## src/opreg_pkg.sv

```systemverilog
// Constants and carrier types for the operational register bank
package opreg_pkg;
	// ==========================================
	// Register offsets
	localparam logic [5:0] A_IND = 6'h00;
	localparam logic [5:0] A_TCC = 6'h01;
	localparam logic [5:0] A_PCL = 6'h02;
	localparam logic [5:0] A_STAT = 6'h03;
	localparam logic [5:0] A_RSEL = 6'h04;
	localparam logic [5:0] A_P5 = 6'h05;
	localparam logic [5:0] A_P6 = 6'h06;
	localparam logic [5:0] A_P7 = 6'h07;
	localparam logic [5:0] A_P8 = 6'h08;
	localparam logic [5:0] A_LCDC = 6'h09;
	localparam logic [5:0] A_LADR = 6'h0A;
	localparam logic [5:0] A_LDAT = 6'h0B;
	localparam logic [5:0] A_TRUN = 6'h0C;
	localparam logic [5:0] A_CLKC = 6'h0D;
	localparam logic [5:0] A_IRC = 6'h0E;
	localparam logic [5:0] A_IFLG = 6'h0F;
	localparam logic [5:0] A_GP_LO = 6'h10;
	localparam logic [5:0] A_BANKED = 6'h20;
	// ==========================================
	// Field positions
	localparam int ST_PS = 5;
	localparam int ST_T = 4;
	localparam int ST_P = 3;
	localparam int LC_BS = 7;
	localparam int LC_DS = 5;
	localparam int LC_EN = 4;
	localparam int LC_TYPE = 2;
	localparam int CK_MUL = 4;
	localparam int CK_IDLE = 3;
	localparam int CK_BF = 1;
	localparam int CK_CPU = 0;
	localparam int IR_IRE = 7;
	localparam int IR_HF = 6;
	localparam int IR_LGP = 5;
	localparam int P5_PAGE = 0;
	// ==========================================
	// Reset values and writable masks
	localparam logic [7:0] RST_ZERO = 8'h00;
	localparam logic [7:0] RST_STAT = 8'h18;
	localparam logic [11:0] RST_PC = 12'h000;
	localparam logic [7:0] M_STAT = 8'h67;
	localparam logic [7:0] M_P5 = 8'hF1;
	localparam logic [7:0] M_LADR = 8'h1F;
	localparam logic [7:0] M_LDAT = 8'h0F;
	localparam logic [7:0] M_TRUN = 8'h0F;
	localparam logic [7:0] M_CLKC = 8'h7F;
	localparam logic [7:0] M_IRC = 8'hEF;
	localparam logic [7:0] M_LCDC = 8'hF7;
	localparam int STK_DEPTH = 8;

	typedef enum logic [1:0] {
		PM_RUN = 2'b00,
		PM_IDLE = 2'b01,
		PM_SLEEP = 2'b11
	} pwr_e;

	typedef struct packed {
		logic jump;
		logic call;
		logic ret;
		logic step;
		logic sleep;
		logic watchdog_clear_instruction;
		logic flag_we;
		logic [2:0] flags;
		logic [9:0] target;
	} cpu_ins_s;

	typedef struct packed {
		logic enable;
		logic bias_third;
		logic [1:0] duty;
		logic wave_b;
		logic [1:0] frame;
		logic [9:0] frame_div;
	} lcd_cfg_s;

	typedef struct packed {
		logic cpu_main;
		logic main_halt;
		logic [7:0] pll_mul;
		logic [1:0] pll_shift;
		logic [1:0] boost;
	} clk_cfg_s;

	// Frame period divisor, already multiplied by the duty count
	function automatic logic [9:0] frame_div(input logic [1:0] ds,
		input logic [1:0] fr);
		logic [8:0] b;
		logic [2:0] n;
		b = 9'h000;
		n = 3'h4;
		if (ds[1]) begin
			case (fr)
				2'h0: b = 9'h080;
				2'h1: b = 9'h08C;
				2'h2: b = 9'h098;
				default: b = 9'h074;
			endcase
		end else if (ds[0]) begin
			n = 3'h3;
			case (fr)
				2'h0: b = 9'h0AC;
				2'h1: b = 9'h0BC;
				2'h2: b = 9'h0CC;
				default: b = 9'h09C;
			endcase
		end else begin
			n = 3'h2;
			case (fr)
				2'h0: b = 9'h100;
				2'h1: b = 9'h118;
				2'h2: b = 9'h130;
				default: b = 9'h0E8;
			endcase
		end
		return 10'({1'b0, b} * {7'h00, n});
	endfunction
endpackage

```

## src/opreg_file.sv

```systemverilog
// Operational register bank of the 8-bit controller core
//
// Functional notes
// - Address 00h has no storage; it reaches the location chosen by select, except writes to select itself.
// - Jump loads low 10 PC bits; call also pushes PC plus one.
// - Return restores whole PC from stack top; page bits unchanged.
// - Jump, call and PC writes copy page bits into PC top bits.
// - Time-out and power-down flags set and cleared by their events.
// - Flag pair reads 00, 01, 10, 11 after the listed wake events.
// - Select bits 7:6 choose one of four banks for banked area.
// - Select bits 5:0 give indirect address; otherwise plain storage.
// - Port 5 bit 0 selects the control register page.
// - Port 5 data in bits 7:4; ports 6-8 eight bits, external direction.
// - LCD bias bit and duty bits select bias and duty.
// - LCD disabled drives all common and segment data to ground.
// - Frame bits pick the frame divisor per duty.
// - 5-bit LCD address picks segment; data nibble holds commons 3:0.
// - Run bits 3:0 start or stop the four timers.
// - Clock select bits give the PLL multiplier.
// - Sleep enters idle or sleep by idle bit; software adds no-op.
// - CPU source bit 0 clear runs from sub clock and halts main oscillator.
// - Carrier bit modulates low portions; otherwise plain PWM, counter 2 free.
// - Long-low bit ignores the high width timer.
// - IR control bits 3:0 switch port 5 pins 7:4 functions.
// - Interrupt status bits set on their eight events.
// - Request raised only when a flag and its enable are both set.
`timescale 1ns/10ps
module opreg_file import opreg_pkg::*; (
	input wire logic ref_clk, // 20 MHz clock
	input wire logic rst_n, // Async reset, power-up or reset pin
	input wire logic [5:0] reg_addr, // Register address from core
	input wire logic reg_wr, // Register write strobe
	input wire logic [7:0] reg_wdata, // Register write data
	output logic [7:0] reg_rdata_ff, // Read data, one cycle later
	input wire cpu_ins_s ins, // Instruction events from core
	output logic [11:0] pc_ff, // Program counter
	input wire logic wdt_timeout, // Watchdog expiry pulse
	input wire logic rst_pin_wake, // Reset pin wake from sleep pulse
	input wire logic wake_event, // Pin change wake pulse
	output pwr_e pwr_mode_ff, // Run, idle or sleep
	output logic ctl_page_ff, // Control register page select
	input wire logic [7:4] p5_in, // Port 5 pin levels
	input wire logic [7:4] p5_dir, // Port 5 direction, 1 is input
	output logic [7:4] p5_out_ff, // Port 5 pin drive
	output logic [7:4] p5_oe_ff, // Port 5 output enable
	input wire logic [2:0][7:0] px_in, // Ports 6,7,8 pin levels
	input wire logic [2:0][7:0] px_dir, // Ports 6,7,8 direction
	output logic [2:0][7:0] px_out_ff, // Ports 6,7,8 pin drive
	output logic [2:0][7:0] px_oe_ff, // Ports 6,7,8 output enable
	input wire logic ext_irq0_pin_fall_sel, // Interrupt 0 edge, 1 is falling
	input wire logic tcc_tick, // Counter advance pulse
	input wire logic [3:0] tmr_uflow, // Low, high, cnt2, cnt1 underflow
	input wire logic [7:0] irq_mask, // Interrupt enables
	output logic irq_req_ff, // Interrupt request level
	output logic [3:0] tmr_run_ff, // Timer run enables
	output logic cnt2_free_ff, // Counter 2 as plain reload timer
	input wire logic ir_high_phase, // PWM generator in high section
	input wire logic ir_carrier, // Counter 2 carrier level
	output logic [3:0] pin_fn_ff, // IR, counter, ext_irq1_pin, ext_irq0_pin pin use
	output lcd_cfg_s lcd_cfg_ff, // LCD drive settings
	input wire logic [4:0] lcd_scan_seg, // Segment being scanned
	output logic [3:0] lcd_scan_ff, // Common data for that segment
	output clk_cfg_s clk_cfg_ff // Clock settings
);
	// ==========================================
	// Storage
	logic [7:0] stat_ff, rsel_ff, tcc_ff, p5_ff, lcdc_ff, ladr_ff;
	logic [7:0] clkc_ff, irc_ff, iflg_ff;
	logic [7:0] gp_lo [16];
	logic [7:0] gp_bank [4][32];
	logic [3:0] lcd_mem [32];
	logic [11:0] stk [STK_DEPTH];
	logic [2:0] sp_ff;
	logic [7:0] p6_prev_ff, p8_prev_ff;
	logic [5:4] int_prev_ff;
	logic [5:0] eff;
	logic [7:0] ev, nxt_rdata;
	logic [1:0] ps;
	logic ir_wave;

	assign eff = (reg_addr == A_IND) ? rsel_ff[5:0] : reg_addr;
	assign ps = stat_ff[ST_PS+1:ST_PS];

	function automatic logic hit(input logic [5:0] a);
		return reg_wr && (eff == a);
	endfunction

	// ==========================================
	// Program counter and stack
	always_ff @(posedge ref_clk or negedge rst_n) begin
		if (!rst_n) begin
			pc_ff <= RST_PC;
			sp_ff <= 3'h0;
		end else if (ins.ret) begin
			pc_ff <= stk[sp_ff - 3'h1];
			sp_ff <= sp_ff - 3'h1;
		end else if (ins.jump || ins.call) begin
			pc_ff <= {ps, ins.target};
			if (ins.call) begin
				sp_ff <= sp_ff + 3'h1;
			end
		end else if (hit(A_PCL)) begin
			pc_ff <= {ps, pc_ff[9:8], reg_wdata};
		end else if (ins.step) begin
			pc_ff <= pc_ff + 12'h001;
		end
	end

	always_ff @(posedge ref_clk) begin
		if (ins.call && !ins.ret) begin
			stk[sp_ff] <= pc_ff + 12'h001;
		end
	end

	// ==========================================
	// Status, time-out and power-down flags
	always_ff @(posedge ref_clk or negedge rst_n) begin
		if (!rst_n) begin
			stat_ff <= RST_STAT;
		end else begin
			if (hit(A_STAT)) begin
				stat_ff <= (stat_ff & ~M_STAT) | (reg_wdata & M_STAT);
			end else if (ins.flag_we) begin
				stat_ff[2:0] <= ins.flags;
			end
			if (ins.sleep) begin
				stat_ff[ST_T] <= 1'b1;
				stat_ff[ST_P] <= 1'b0;
			end else if (ins.watchdog_clear_instruction) begin
				stat_ff[ST_T] <= 1'b1;
				stat_ff[ST_P] <= 1'b1;
			end else if (rst_pin_wake) begin
				stat_ff[ST_T] <= 1'b1;
				stat_ff[ST_P] <= 1'b0;
			end else if (wdt_timeout) begin
				stat_ff[ST_T] <= 1'b0;
				stat_ff[ST_P] <= (pwr_mode_ff == PM_RUN);
			end
		end
	end

	// ==========================================
	// Power mode
	always_ff @(posedge ref_clk or negedge rst_n) begin
		if (!rst_n) begin
			pwr_mode_ff <= PM_RUN;
		end else begin
			case (pwr_mode_ff)
				PM_RUN: begin
					if (ins.sleep) begin
						pwr_mode_ff <= clkc_ff[CK_IDLE] ? PM_IDLE :
							PM_SLEEP;
					end
				end
				PM_IDLE, PM_SLEEP: begin
					if (wdt_timeout || rst_pin_wake || wake_event) begin
						pwr_mode_ff <= PM_RUN;
					end
				end
				default: pwr_mode_ff <= PM_RUN;
			endcase
		end
	end

	// ==========================================
	// Plain control registers
	always_ff @(posedge ref_clk or negedge rst_n) begin
		if (!rst_n) begin
			rsel_ff <= RST_ZERO;
			p5_ff <= RST_ZERO;
			px_out_ff <= '0;
			lcdc_ff <= RST_ZERO;
			ladr_ff <= RST_ZERO;
			tmr_run_ff <= 4'h0;
			clkc_ff <= RST_ZERO;
			irc_ff <= RST_ZERO;
		end else begin
			if (reg_wr && reg_addr == A_RSEL) begin
				rsel_ff <= reg_wdata;
			end
			if (hit(A_P5)) begin
				p5_ff <= reg_wdata & M_P5;
			end
			if (hit(A_P6)) begin
				px_out_ff[0] <= reg_wdata;
			end
			if (hit(A_P7)) begin
				px_out_ff[1] <= reg_wdata;
			end
			if (hit(A_P8)) begin
				px_out_ff[2] <= reg_wdata;
			end
			if (hit(A_LCDC)) begin
				lcdc_ff <= reg_wdata & M_LCDC;
			end
			if (hit(A_LADR)) begin
				ladr_ff <= reg_wdata & M_LADR;
			end
			if (hit(A_TRUN)) begin
				tmr_run_ff <= reg_wdata[3:0];
			end
			if (hit(A_CLKC)) begin
				clkc_ff <= reg_wdata & M_CLKC;
			end
			if (hit(A_IRC)) begin
				irc_ff <= reg_wdata & M_IRC;
			end
		end
	end

	// General purpose storage; banked area follows select bits 7:6
	always_ff @(posedge ref_clk) begin
		if (reg_wr && eff >= A_BANKED) begin
			gp_bank[rsel_ff[7:6]][eff[4:0]] <= reg_wdata;
		end else if (reg_wr && eff >= A_GP_LO) begin
			gp_lo[eff[3:0]] <= reg_wdata;
		end
		if (hit(A_LDAT)) begin
			lcd_mem[ladr_ff[4:0]] <= reg_wdata[3:0];
		end
	end

	// ==========================================
	// Counter and interrupt flags
	always_ff @(posedge ref_clk or negedge rst_n) begin
		if (!rst_n) begin
			tcc_ff <= RST_ZERO;
		end else if (hit(A_TCC)) begin
			tcc_ff <= reg_wdata;
		end else if (tcc_tick) begin
			tcc_ff <= tcc_ff + 8'h01;
		end
	end

	always_ff @(posedge ref_clk or negedge rst_n) begin
		if (!rst_n) begin
			p6_prev_ff <= RST_ZERO;
			p8_prev_ff <= RST_ZERO;
			int_prev_ff <= 2'h0;
		end else begin
			p6_prev_ff <= px_in[0];
			p8_prev_ff <= px_in[2];
			int_prev_ff <= p5_in[5:4];
		end
	end

	always_comb begin
		ev[7] = |(px_in[0] ^ p6_prev_ff) | |(px_in[2] ^ p8_prev_ff);
		ev[6:3] = tmr_uflow;
		ev[2] = irc_ff[1] && int_prev_ff[5] && !p5_in[5];
		ev[1] = irc_ff[0] && (ext_irq0_pin_fall_sel ?
			(int_prev_ff[4] && !p5_in[4]) : (!int_prev_ff[4] && p5_in[4]));
		ev[0] = tcc_tick && !hit(A_TCC) && (tcc_ff == 8'hFF);
	end

	// Set wins over a clear in the same cycle so no event is lost
	always_ff @(posedge ref_clk or negedge rst_n) begin
		if (!rst_n) begin
			iflg_ff <= RST_ZERO;
		end else if (hit(A_IFLG)) begin
			iflg_ff <= (iflg_ff & reg_wdata) | ev;
		end else begin
			iflg_ff <= iflg_ff | ev;
		end
	end

	always_ff @(posedge ref_clk or negedge rst_n) begin
		if (!rst_n) begin
			irq_req_ff <= 1'b0;
		end else begin
			irq_req_ff <= |(iflg_ff & irq_mask);
		end
	end

	// ==========================================
	// Pins and infrared output
	assign ir_wave = (irc_ff[IR_LGP] ? 1'b0 : ir_high_phase) |
		(irc_ff[IR_HF] & ir_carrier);

	always_ff @(posedge ref_clk or negedge rst_n) begin
		if (!rst_n) begin
			p5_out_ff <= 4'h0;
			p5_oe_ff <= 4'h0;
			px_oe_ff <= '0;
			pin_fn_ff <= 4'h0;
			cnt2_free_ff <= 1'b1;
			ctl_page_ff <= 1'b0;
		end else begin
			p5_out_ff <= p5_ff[7:4];
			if (irc_ff[3] && irc_ff[IR_IRE]) begin
				p5_out_ff[7] <= ir_wave;
			end
			p5_oe_ff <= ~p5_dir;
			px_oe_ff <= ~px_dir;
			pin_fn_ff <= irc_ff[3:0];
			cnt2_free_ff <= !(irc_ff[IR_IRE] && irc_ff[IR_HF]);
			ctl_page_ff <= p5_ff[P5_PAGE];
		end
	end

	// ==========================================
	// LCD and clock settings
	always_ff @(posedge ref_clk or negedge rst_n) begin
		if (!rst_n) begin
			lcd_cfg_ff <= '0;
			lcd_scan_ff <= 4'h0;
			clk_cfg_ff <= '0;
		end else begin
			lcd_cfg_ff.enable <= lcdc_ff[LC_EN];
			lcd_cfg_ff.bias_third <= lcdc_ff[LC_BS];
			lcd_cfg_ff.duty <= lcdc_ff[LC_DS+1:LC_DS];
			lcd_cfg_ff.wave_b <= lcdc_ff[LC_TYPE];
			lcd_cfg_ff.frame <= lcdc_ff[1:0];
			lcd_cfg_ff.frame_div <= frame_div(lcdc_ff[LC_DS+1:LC_DS],
				lcdc_ff[1:0]);
			lcd_scan_ff <= lcdc_ff[LC_EN] ?
				lcd_mem[lcd_scan_seg] : 4'h0;
			clk_cfg_ff.cpu_main <= clkc_ff[CK_CPU];
			clk_cfg_ff.main_halt <= !clkc_ff[CK_CPU];
			clk_cfg_ff.boost <= clkc_ff[CK_BF+1:CK_BF];
			clk_cfg_ff.pll_shift <= 2'h0;
			if (clkc_ff[CK_MUL+2]) begin
				clk_cfg_ff.pll_mul <= 8'hF4;
			end else if (clkc_ff[CK_MUL+1:CK_MUL] == 2'h0) begin
				clk_cfg_ff.pll_mul <= 8'h82;
			end else begin
				clk_cfg_ff.pll_mul <= 8'h41;
				clk_cfg_ff.pll_shift <= clkc_ff[CK_MUL+1:CK_MUL] - 2'h1;
			end
		end
	end

	// ==========================================
	// Read path; input bits show the pin, output bits the latch
	always_comb begin
		nxt_rdata = RST_ZERO;
		case (eff)
			A_IND: nxt_rdata = RST_ZERO;
			A_TCC: nxt_rdata = tcc_ff;
			A_PCL: nxt_rdata = pc_ff[7:0];
			A_STAT: nxt_rdata = stat_ff;
			A_RSEL: nxt_rdata = rsel_ff;
			A_P5: nxt_rdata = {(p5_in & p5_dir) | (p5_ff[7:4] & ~p5_dir),
				p5_ff[3:0]};
			A_P6: nxt_rdata = (px_in[0] & px_dir[0]) |
				(px_out_ff[0] & ~px_dir[0]);
			A_P7: nxt_rdata = (px_in[1] & px_dir[1]) |
				(px_out_ff[1] & ~px_dir[1]);
			A_P8: nxt_rdata = (px_in[2] & px_dir[2]) |
				(px_out_ff[2] & ~px_dir[2]);
			A_LCDC: nxt_rdata = lcdc_ff;
			A_LADR: nxt_rdata = ladr_ff;
			A_LDAT: nxt_rdata = {4'h0, lcd_mem[ladr_ff[4:0]]};
			A_TRUN: nxt_rdata = {4'h0, tmr_run_ff};
			A_CLKC: nxt_rdata = clkc_ff;
			A_IRC: nxt_rdata = irc_ff;
			A_IFLG: nxt_rdata = iflg_ff;
			default: begin
				if (eff >= A_BANKED) begin
					nxt_rdata = gp_bank[rsel_ff[7:6]][eff[4:0]];
				end else begin
					nxt_rdata = gp_lo[eff[3:0]];
				end
			end
		endcase
	end

	always_ff @(posedge ref_clk or negedge rst_n) begin
		if (!rst_n) begin
			reg_rdata_ff <= RST_ZERO;
		end else begin
			reg_rdata_ff <= nxt_rdata;
		end
	end
endmodule

```

## config.mk

```make
export PLATFORM = sky130hd
export DESIGN_NAME = opreg_file
export DESIGN_NICKNAME = d
export VERILOG_FILES = /design/src/opreg_pkg.sv /design/src/opreg_file.sv
export SDC_FILE = /design/constraint.sdc
export NUM_CORES = 2
export LEC_CHECK = 0
export ABC_CLOCK_PERIOD_IN_PS = 2700
export BUFFER_PORTS_ARGS = -buffer_cell sky130_fd_sc_hd__clkbuf_2
export CELL_PAD_IN_SITES_DETAIL_PLACEMENT = 1
export CELL_PAD_IN_SITES_GLOBAL_PLACEMENT = 1
export CORE_AREA = 5 5 406 408
export DETAILED_ROUTE_END_ITERATION = 16
export DIE_AREA = 0 0 411 413
export MAX_ROUTING_LAYER = met4
export PLACE_DENSITY = 0.72
export RECOVER_POWER = 25
export SYNTH_ARGS = -nofsm -noshare
export SYNTH_HDL_FRONTEND = slang
export SYNTH_SLANG_ARGS = --single-unit
export TNS_END_PERCENT = 50
```

## constraint.sdc

```tcl
create_clock -name ref_clk -period 2.7 [get_ports ref_clk]
set_clock_uncertainty 0.15 [all_clocks]
set_input_delay 0.405 -clock ref_clk [delete_from_list [all_inputs] [get_ports ref_clk]]
set_output_delay 0.405 -clock ref_clk [all_outputs]
set_load 0.02 [all_outputs]
```

# Yosys cells after proc, flatten, opt, wreduce, memory -nomap -nowiden
# Memory sizes are Yosys's and may differ from the RTL's.
# Index checks and enable logic that the tools add are counted.
[totals] memories=4 elab_cells=220 reg_bits=208 out_inout_bits=124 mem_bits_rw=1376 in_bits=117
[mem_list] memory="gp_bank" depth=4 word_bits=256 rd=1 rd_ports_with_merged_regs=0 write_ports=1 line_no="opreg_file.sv:70" text="logic [7:0] gp_bank [4][32];"
[mem_list] memory="gp_lo" depth=16 word_bits=8 rd=1 rd_ports_with_merged_regs=0 write_ports=1 line_no="opreg_file.sv:69" text="logic [7:0] gp_lo [16];"
[mem_list] memory="lcd_mem" depth=32 word_bits=4 rd=2 rd_ports_with_merged_regs=0 write_ports=1 line_no="opreg_file.sv:71" text="logic [3:0] lcd_mem [32];"
[mem_list] memory="stk" depth=8 word_bits=12 rd=1 rd_ports_with_merged_regs=0 write_ports=1 line_no="opreg_file.sv:72" text="logic [11:0] stk [STK_DEPTH];"
[classes] add_sub_neg=5 reduce_logical=57 bitwise_logic=28 n_lt_le_gt_ge=4 mux=53 n_mul=1 eq_ne=24
[ops] operator="256-bit two-way mux" count=1
[ops] operator="8-bit one-hot mux with 16 select lines" count=1
[ops] operator="8-bit two-way mux" count=9
[ops] operator="8-bit bitwise AND" count=8
[ops] operator="6-bit by 4-bit equality test with 1-bit output (second input constant)" count=8
[ops] operator="12-bit two-way mux" count=4
[ops] operator="8-bit binary-select mux with 5-bit select" count=1
[ops] operator="8-bit demux with 5-bit select" count=1
[ops] operator="8-bit OR" count=5
[ops] operator="6-bit by 3-bit equality test with 1-bit output (second input constant)" count=5
[ops] operator="1-bit logical AND" count=28
[ops] operator="9-bit one-hot mux with 3 select lines" count=1
[ops] operator="24-bit inverter" count=1
[ops] operator="8-bit inverter" count=3
[ops] operator="8-bit one-hot mux with 3 select lines" count=1
[ops] operator="8-bit OR reduction" count=3
[ops] operator="7-bit one-hot mux with 3 select lines" count=1
[ops] operator="2-bit two-way mux" count=10
[ops] operator="3-bit two-way mux" count=6
[ops] operator="9-bit two-way mux" count=2
[ops] operator="8-bit bitwise XOR" count=2
[ops] operator="12-bit by 1-bit adder with 12-bit output (second input constant)" count=1
[ops] operator="6-bit by 2-bit equality test with 1-bit output (second input constant)" count=2
[ops] operator="6-bit greater-or-equal comparator (second input constant)" count=2
[ops] operator="34 further kinds" count=66

# Longest topological paths before layout
[depth] ltp_word=9 ltp_mapped=13 mapped_depth_nobuf=12

# Worst setup path before layout
# No wires, ideal clock.
[synth_path] path_kind="input-to-reg" start="in reg_addr[5]" end="mem gp_bank[0][0] (netlist bit) (enable)" setup_ns=0.370 n_path_buf=4 cell_stages=10 required_time_ns=2.180 arrival_time_ns=2.647 setup_slack_ns=-0.467 cell_sequence="buf_2 nor4_4 buf_4 a21o_1 buf_2 buf_2 nand2_1 nor2_1 nand2_1 nor2_1"
[synth_between] elab_chain_cells=8 word_cells_on_any_way=12 classes_between="order compare: 3; mux: 5; bitwise: 1; reduce/logical: 3"
[synth_rtl] item="start, declared" line_no="opreg_file.sv:31" text="input wire logic [5:0] reg_addr,"
[synth_rtl] item="6-bit logical NOT" line_no="opreg_file.sv:81" text="assign eff = (reg_addr == A_IND) ? rsel_ff[5:0] : reg_addr;"
[synth_rtl] item="6-bit two-way mux *" line_no="opreg_file.sv:81"
[synth_rtl] item="5-bit inverter with 6-bit output (implied by the code)" line_no="opreg_file.sv:214" text="gp_bank[rsel_ff[7:6]][eff[4:0]] <= reg_wdata;"
[synth_rtl] item="6-bit greater-or-equal comparator (implied by the code) or 6-bit by 1-bit less-than comparator with 1-bit output (tied branches)" line_no="opreg_file.sv:214"
[synth_rtl] item="1-bit logical AND (implied by the code)" line_no="opreg_file.sv:214"
[synth_rtl] item="8-bit two-way mux (implied by the code)" line_no="opreg_file.sv:214"
[synth_rtl] item="8-bit demux with 5-bit select" line_no="opreg_file.sv:214"
[synth_rtl] item="256-bit two-way mux (implied by the code) *" line_no="opreg_file.sv:214"
[synth_rtl] item="end, declared" line_no="opreg_file.sv:70"
# Every way passes the cells marked *; elsewhere a longest branch is shown, timed or not.

# Final worst setup path
[layout_path] start="reg rsel_ff[6]" end="reg reg_rdata_ff[1]"
[layout_between] elab_chain_cells=6
[layout_rtl] item="start, declared" line_no="opreg_file.sv:67" text="logic [7:0] stat_ff, rsel_ff, tcc_ff, p5_ff, lcdc_ff, ladr_ff;"
[layout_rtl] item="start signal, assigned" line_no="opreg_file.sv:179" text="rsel_ff <= reg_wdata;"
[layout_rtl] item="memory 4 x 256 bit"
[layout_rtl] item="8-bit binary-select mux with 5-bit select" line_no="opreg_file.sv:360" text="nxt_rdata = gp_bank[rsel_ff[7:6]][eff[4:0]];"
[layout_rtl] item="8-bit two-way mux (implied by the code) (2 in series)" line_no="opreg_file.sv:360"
[layout_rtl] item="8-bit two-way mux" line_no="opreg_file.sv:359" text="if (eff >= A_BANKED) begin"
[layout_rtl] item="8-bit one-hot mux with 16 select lines" line_no="opreg_file.sv:337" text="case (eff)"
[layout_rtl] item="net nxt_rdata[1]" line_no="opreg_file.sv:77" text="logic [7:0] ev, nxt_rdata;"
[layout_rtl] item="end signal, assigned" line_no="opreg_file.sv:372" text="reg_rdata_ff <= nxt_rdata;"
[layout_rtl] item="end, declared" line_no="opreg_file.sv:34" text="output logic [7:0] reg_rdata_ff,"
# The timed path passes the listed nets, and every way through them passes these cells. The select of a mux whose other input is x is not followed.
# A chain may end at the register's enable or synchronous reset.

==> key figures <==
Run status
  • Status: finished with violations
  • Failing checks: capacitance limit, slew limit, setup timing

Setup path
  • Critical path capture point type: flop
  • Worst-path fanout max: 8
  • CP arrival: 3.58 ns
  • WP data required: 3.24 ns
  • Register-to-register setup slack: -0.33 ns
  • CP Class: reg2reg
  • Startpoint Class: flop

STA
  • Tmin final: slightly above 3 ns
  • Post-route worst setup slack: -0.332 ns
  • Slew headroom: -52.3%
  • Endpoints failing hold: 0
  • Pins Over Slew Limit: about 340
  • Final Setup Violations: just over 100
  • Actual slew at the worst max-slew pin: between 2 and 2.5 ns
  • Sum of negative setup slack: -6.86 ns
  • Final Cycle Share: 112%
  • RSZ-0062 raised after global routing: true
  • Max Fclk: around 330 MHz

Synthesis
  • Ys Warns: 0
  • Post-synth EDFFs: 1376
  • Predominant post-synthesis flop cell: edfxtp_1
  • #FFs+latches synth: 1577
  • Syn avg cell area: between 15 and 20 um^2
  • Gate Count Post-Synth: about 3500
  • Synth async-reset ratio: about an eighth
  • Synth Cell Area: between 60000 and 70000 um^2
  • Cell variety after synth: 86
  • Sequential fraction of the synthesis area: 72.7%

GRT
  • GRT busiest layer: met2
  • Met3 usage: 4.85%
  • First-pass GRT wire length: between 200000 and 300000 um
  • Gr ovfl total: 0
  • Total Routing Usage GR: between 20 and 25%
  • Initial antenna violation count: 4
  • Met2 Use GR: between 40% and 50%
  • Largest net degree at the start of global routing: 98
  • Met1 Usage GRT: ~31%
  • Vias in the first global route: around 42000

Drt
  • Drt pass-1 iters: 6
  • Final ANT Viol Nets: 0
  • Routed via count: roughly 39000
  • DRC: 0
  • DR WL/cell: roughly 31 um
  • DR iter-0 viols: around 4300
  • Drt total wl: around 210000 um
  • Vias/cell: between 5 and 6

Power and ir drop
  • Power Total: about 60 mW
  • Lkg Pwr: between 20 and 30 nW
  • PD cells: between 700 and 800 nW/um^2
  • Peak supply drop: approximately 0.56 mV

Clock tree
  • TritonCTS buffer count: 162
  • Worst-path clk slew: 0.06 ns
  • CTS root buffer: clkbuf_16
  • CTS max path bufs: 3
  • CTS tree: built
  • Clock Latency Late Sink: 0.80 ns
  • CTS H-tree depth: 4
  • CTS sink cnt: around 1600

Die
  • Cell Rows: between 100 and 150
  • Initial Util: between 30% and 40%
  • Die Y: about 410 um
  • Core area: around 160000 um^2
  • # IOs: ~240
  • Die area: 170000 um^2
  • Die width: around 400 um

Cells and area
  • Synthesis-to-finish area growth: 27.9%
  • Final nets: 4626
  • Final core occ: about half
  • Layout cell share with drive strength beyond 1: 39.8%

Run
  • Max Cap Viol: 7

Placed design
  • Buffers added on ports: 236
  • DPL Wire Length: around 140000 um
  • Placer Congestion: ~0.95

Hold path
  • Worst Hold Class: in2reg
per-layer routing:
metal | share of wire, % | up-vias
li1 | - | 15996
met4 | 4.1 | 0
met1 | 38 | 20790
met3 | 8.1 | 423
met2 | 49 | 1994
met5 | 0 | -
synth_stat cells, drive strengths merged, types with 53 or more instances:
| cell | n | area share, % |
|---|---|---|
| mux2 | 78 | 1.4 |
| edfxtp | 1376 | 65 |
| inv | 53 | 0.31 |
| dfrtp | 198 | 7.8 |
| nand2 | 229 | 1.4 |
| clkbuf | 100 | 0.59 |
| mux4 | 356 | 13 |
| a22oi | 85 | 1.0 |
| mux2i | 130 | 2.0 |
| o21ai | 57 | 0.48 |
| nand3 | 61 | 0.48 |
| a21oi | 75 | 0.60 |
| nor2 | 236 | 1.4 |
| buf | 96 | 0.80 |
cell usage in the layout, fill, tap and decap left out, types with 53 or more instances in the layout:
cell type and instances:
nor2_4 75, buf_12 106, nand3_1 53, mux4_2 356, a21oi_1 56, buf_4 541, inv_1 53, clkbuf_1 95
mux2i_1 117, a22oi_1 75, clkbuf_2 193, mux2_2 78, dlygate4sd3_1 92, dfrtp_1 194, edfxtp_1 1376, nand2_1 195
clkbuf_16 166, nor2_1 140
state kept, by name (all words and copies together), names as in the netlist, 8 cells and up:
| signal | flops |
|---|---|
| clk_cfg_ff | 11 |
| iflg_ff | 8 |
| tcc_ff | 8 |
| gp_bank | 1024 |
| px_oe_ff | 24 |
| lcd_cfg_ff | 14 |
| pc_ff | 12 |
| p8_prev_ff | 8 |
| stk | 96 |
| gp_lo | 128 |
| reg_rdata_ff | 8 |
| rsel_ff | 8 |
| px_out_ff | 24 |
| lcd_mem | 128 |
| p6_prev_ff | 8 |
area by class of cell:
type	count	area, um^2
Antenna cell	2	5.00
Timing Repair Buffer	1046	9100
Tap cell	2175	2720
Sequential cell	1577	46400
Multi-Input combinational cell	1650	17900
Clock inverter	90	921
Clock buffer	208	4370
Inverter	53	199
Fill cell	15013	79700
report_power, final:
part	internal (mW)	switching (mW)	total, mW
logic	4.36	5.88	10.2
clock network	13.0	9.51	22.5
registers	27.5	0.724	28.2
path summary, 6_finish.rpt:
kind,start,to,cells past startpoint
max,rsel_ff[6],reg_rdata_ff[1],11
min,px_in[12],reg_rdata_ff[4],5
max reg2reg,rsel_ff[6],reg_rdata_ff[1],11
min reg2reg,clkc_ff[2],clk_cfg_ff[1],0
max in group asynchronous,rst_n,px_oe_ff[9],3
min in group asynchronous,rst_n,rsel_ff[3],3
cell families (layout without fill, tap and decap cells):
| family | Yosys count | in the layout | share of synthesized area, % |
|---|---|---|---|
| compound gates | 351 | 351 | 3.84 |
| xor+xnor | 42 | 42 | 0.577 |
| flops | 1577 | 1577 | 72.7 |
| simple gates | 669 | 669 | 4.79 |
| mux | 564 | 564 | 16.0 |
| other cells | 1 | 7 | 0.00588 |
| fa+ha+maj | 19 | 19 | 0.385 |
| buf+inv | 249 | 1397 | 1.70 |
repair_timing:
item | in CTS | in global routing
resized for setup | 151 | 122
hold buffers | 93 | 0
endpoints found under the setup margin | 492 | 689
cloned | 6 | 0
setup buffers | 26 | 17
pin swaps | 29 | 35
hold endpoints to repair | 485 | 0
worst max-delay path: stages, from the launching register on:
cell      delay, ns
dfrtp_4        0.44
buf_12         0.20
buf_16         0.18
buf_12         0.14
mux4_2         0.55
mux2i_4        0.27
o221ai_1       0.21
a211oi_2       0.24
buf_4          0.16
a21boi_4       0.20
a211oi_2       0.06
o21a_1         0.12
through the flow:
step,setup WS [ns],cell area [um^2],cells,hold slack (ns)
3_3_place_gp,-0.841,73900,6364,0.217
4_1_cts,-0.206,81200,6786,0.0593
5_1_grt,-0.357,81600,6800,0.136
3_5_place_dp,-0.945,73900,6364,0.219
2_1_floorplan,-0.282,64400,3476,-0.0406
6_report,-0.332,81600,6801,0.133
(Power assumes the default switching activity.)
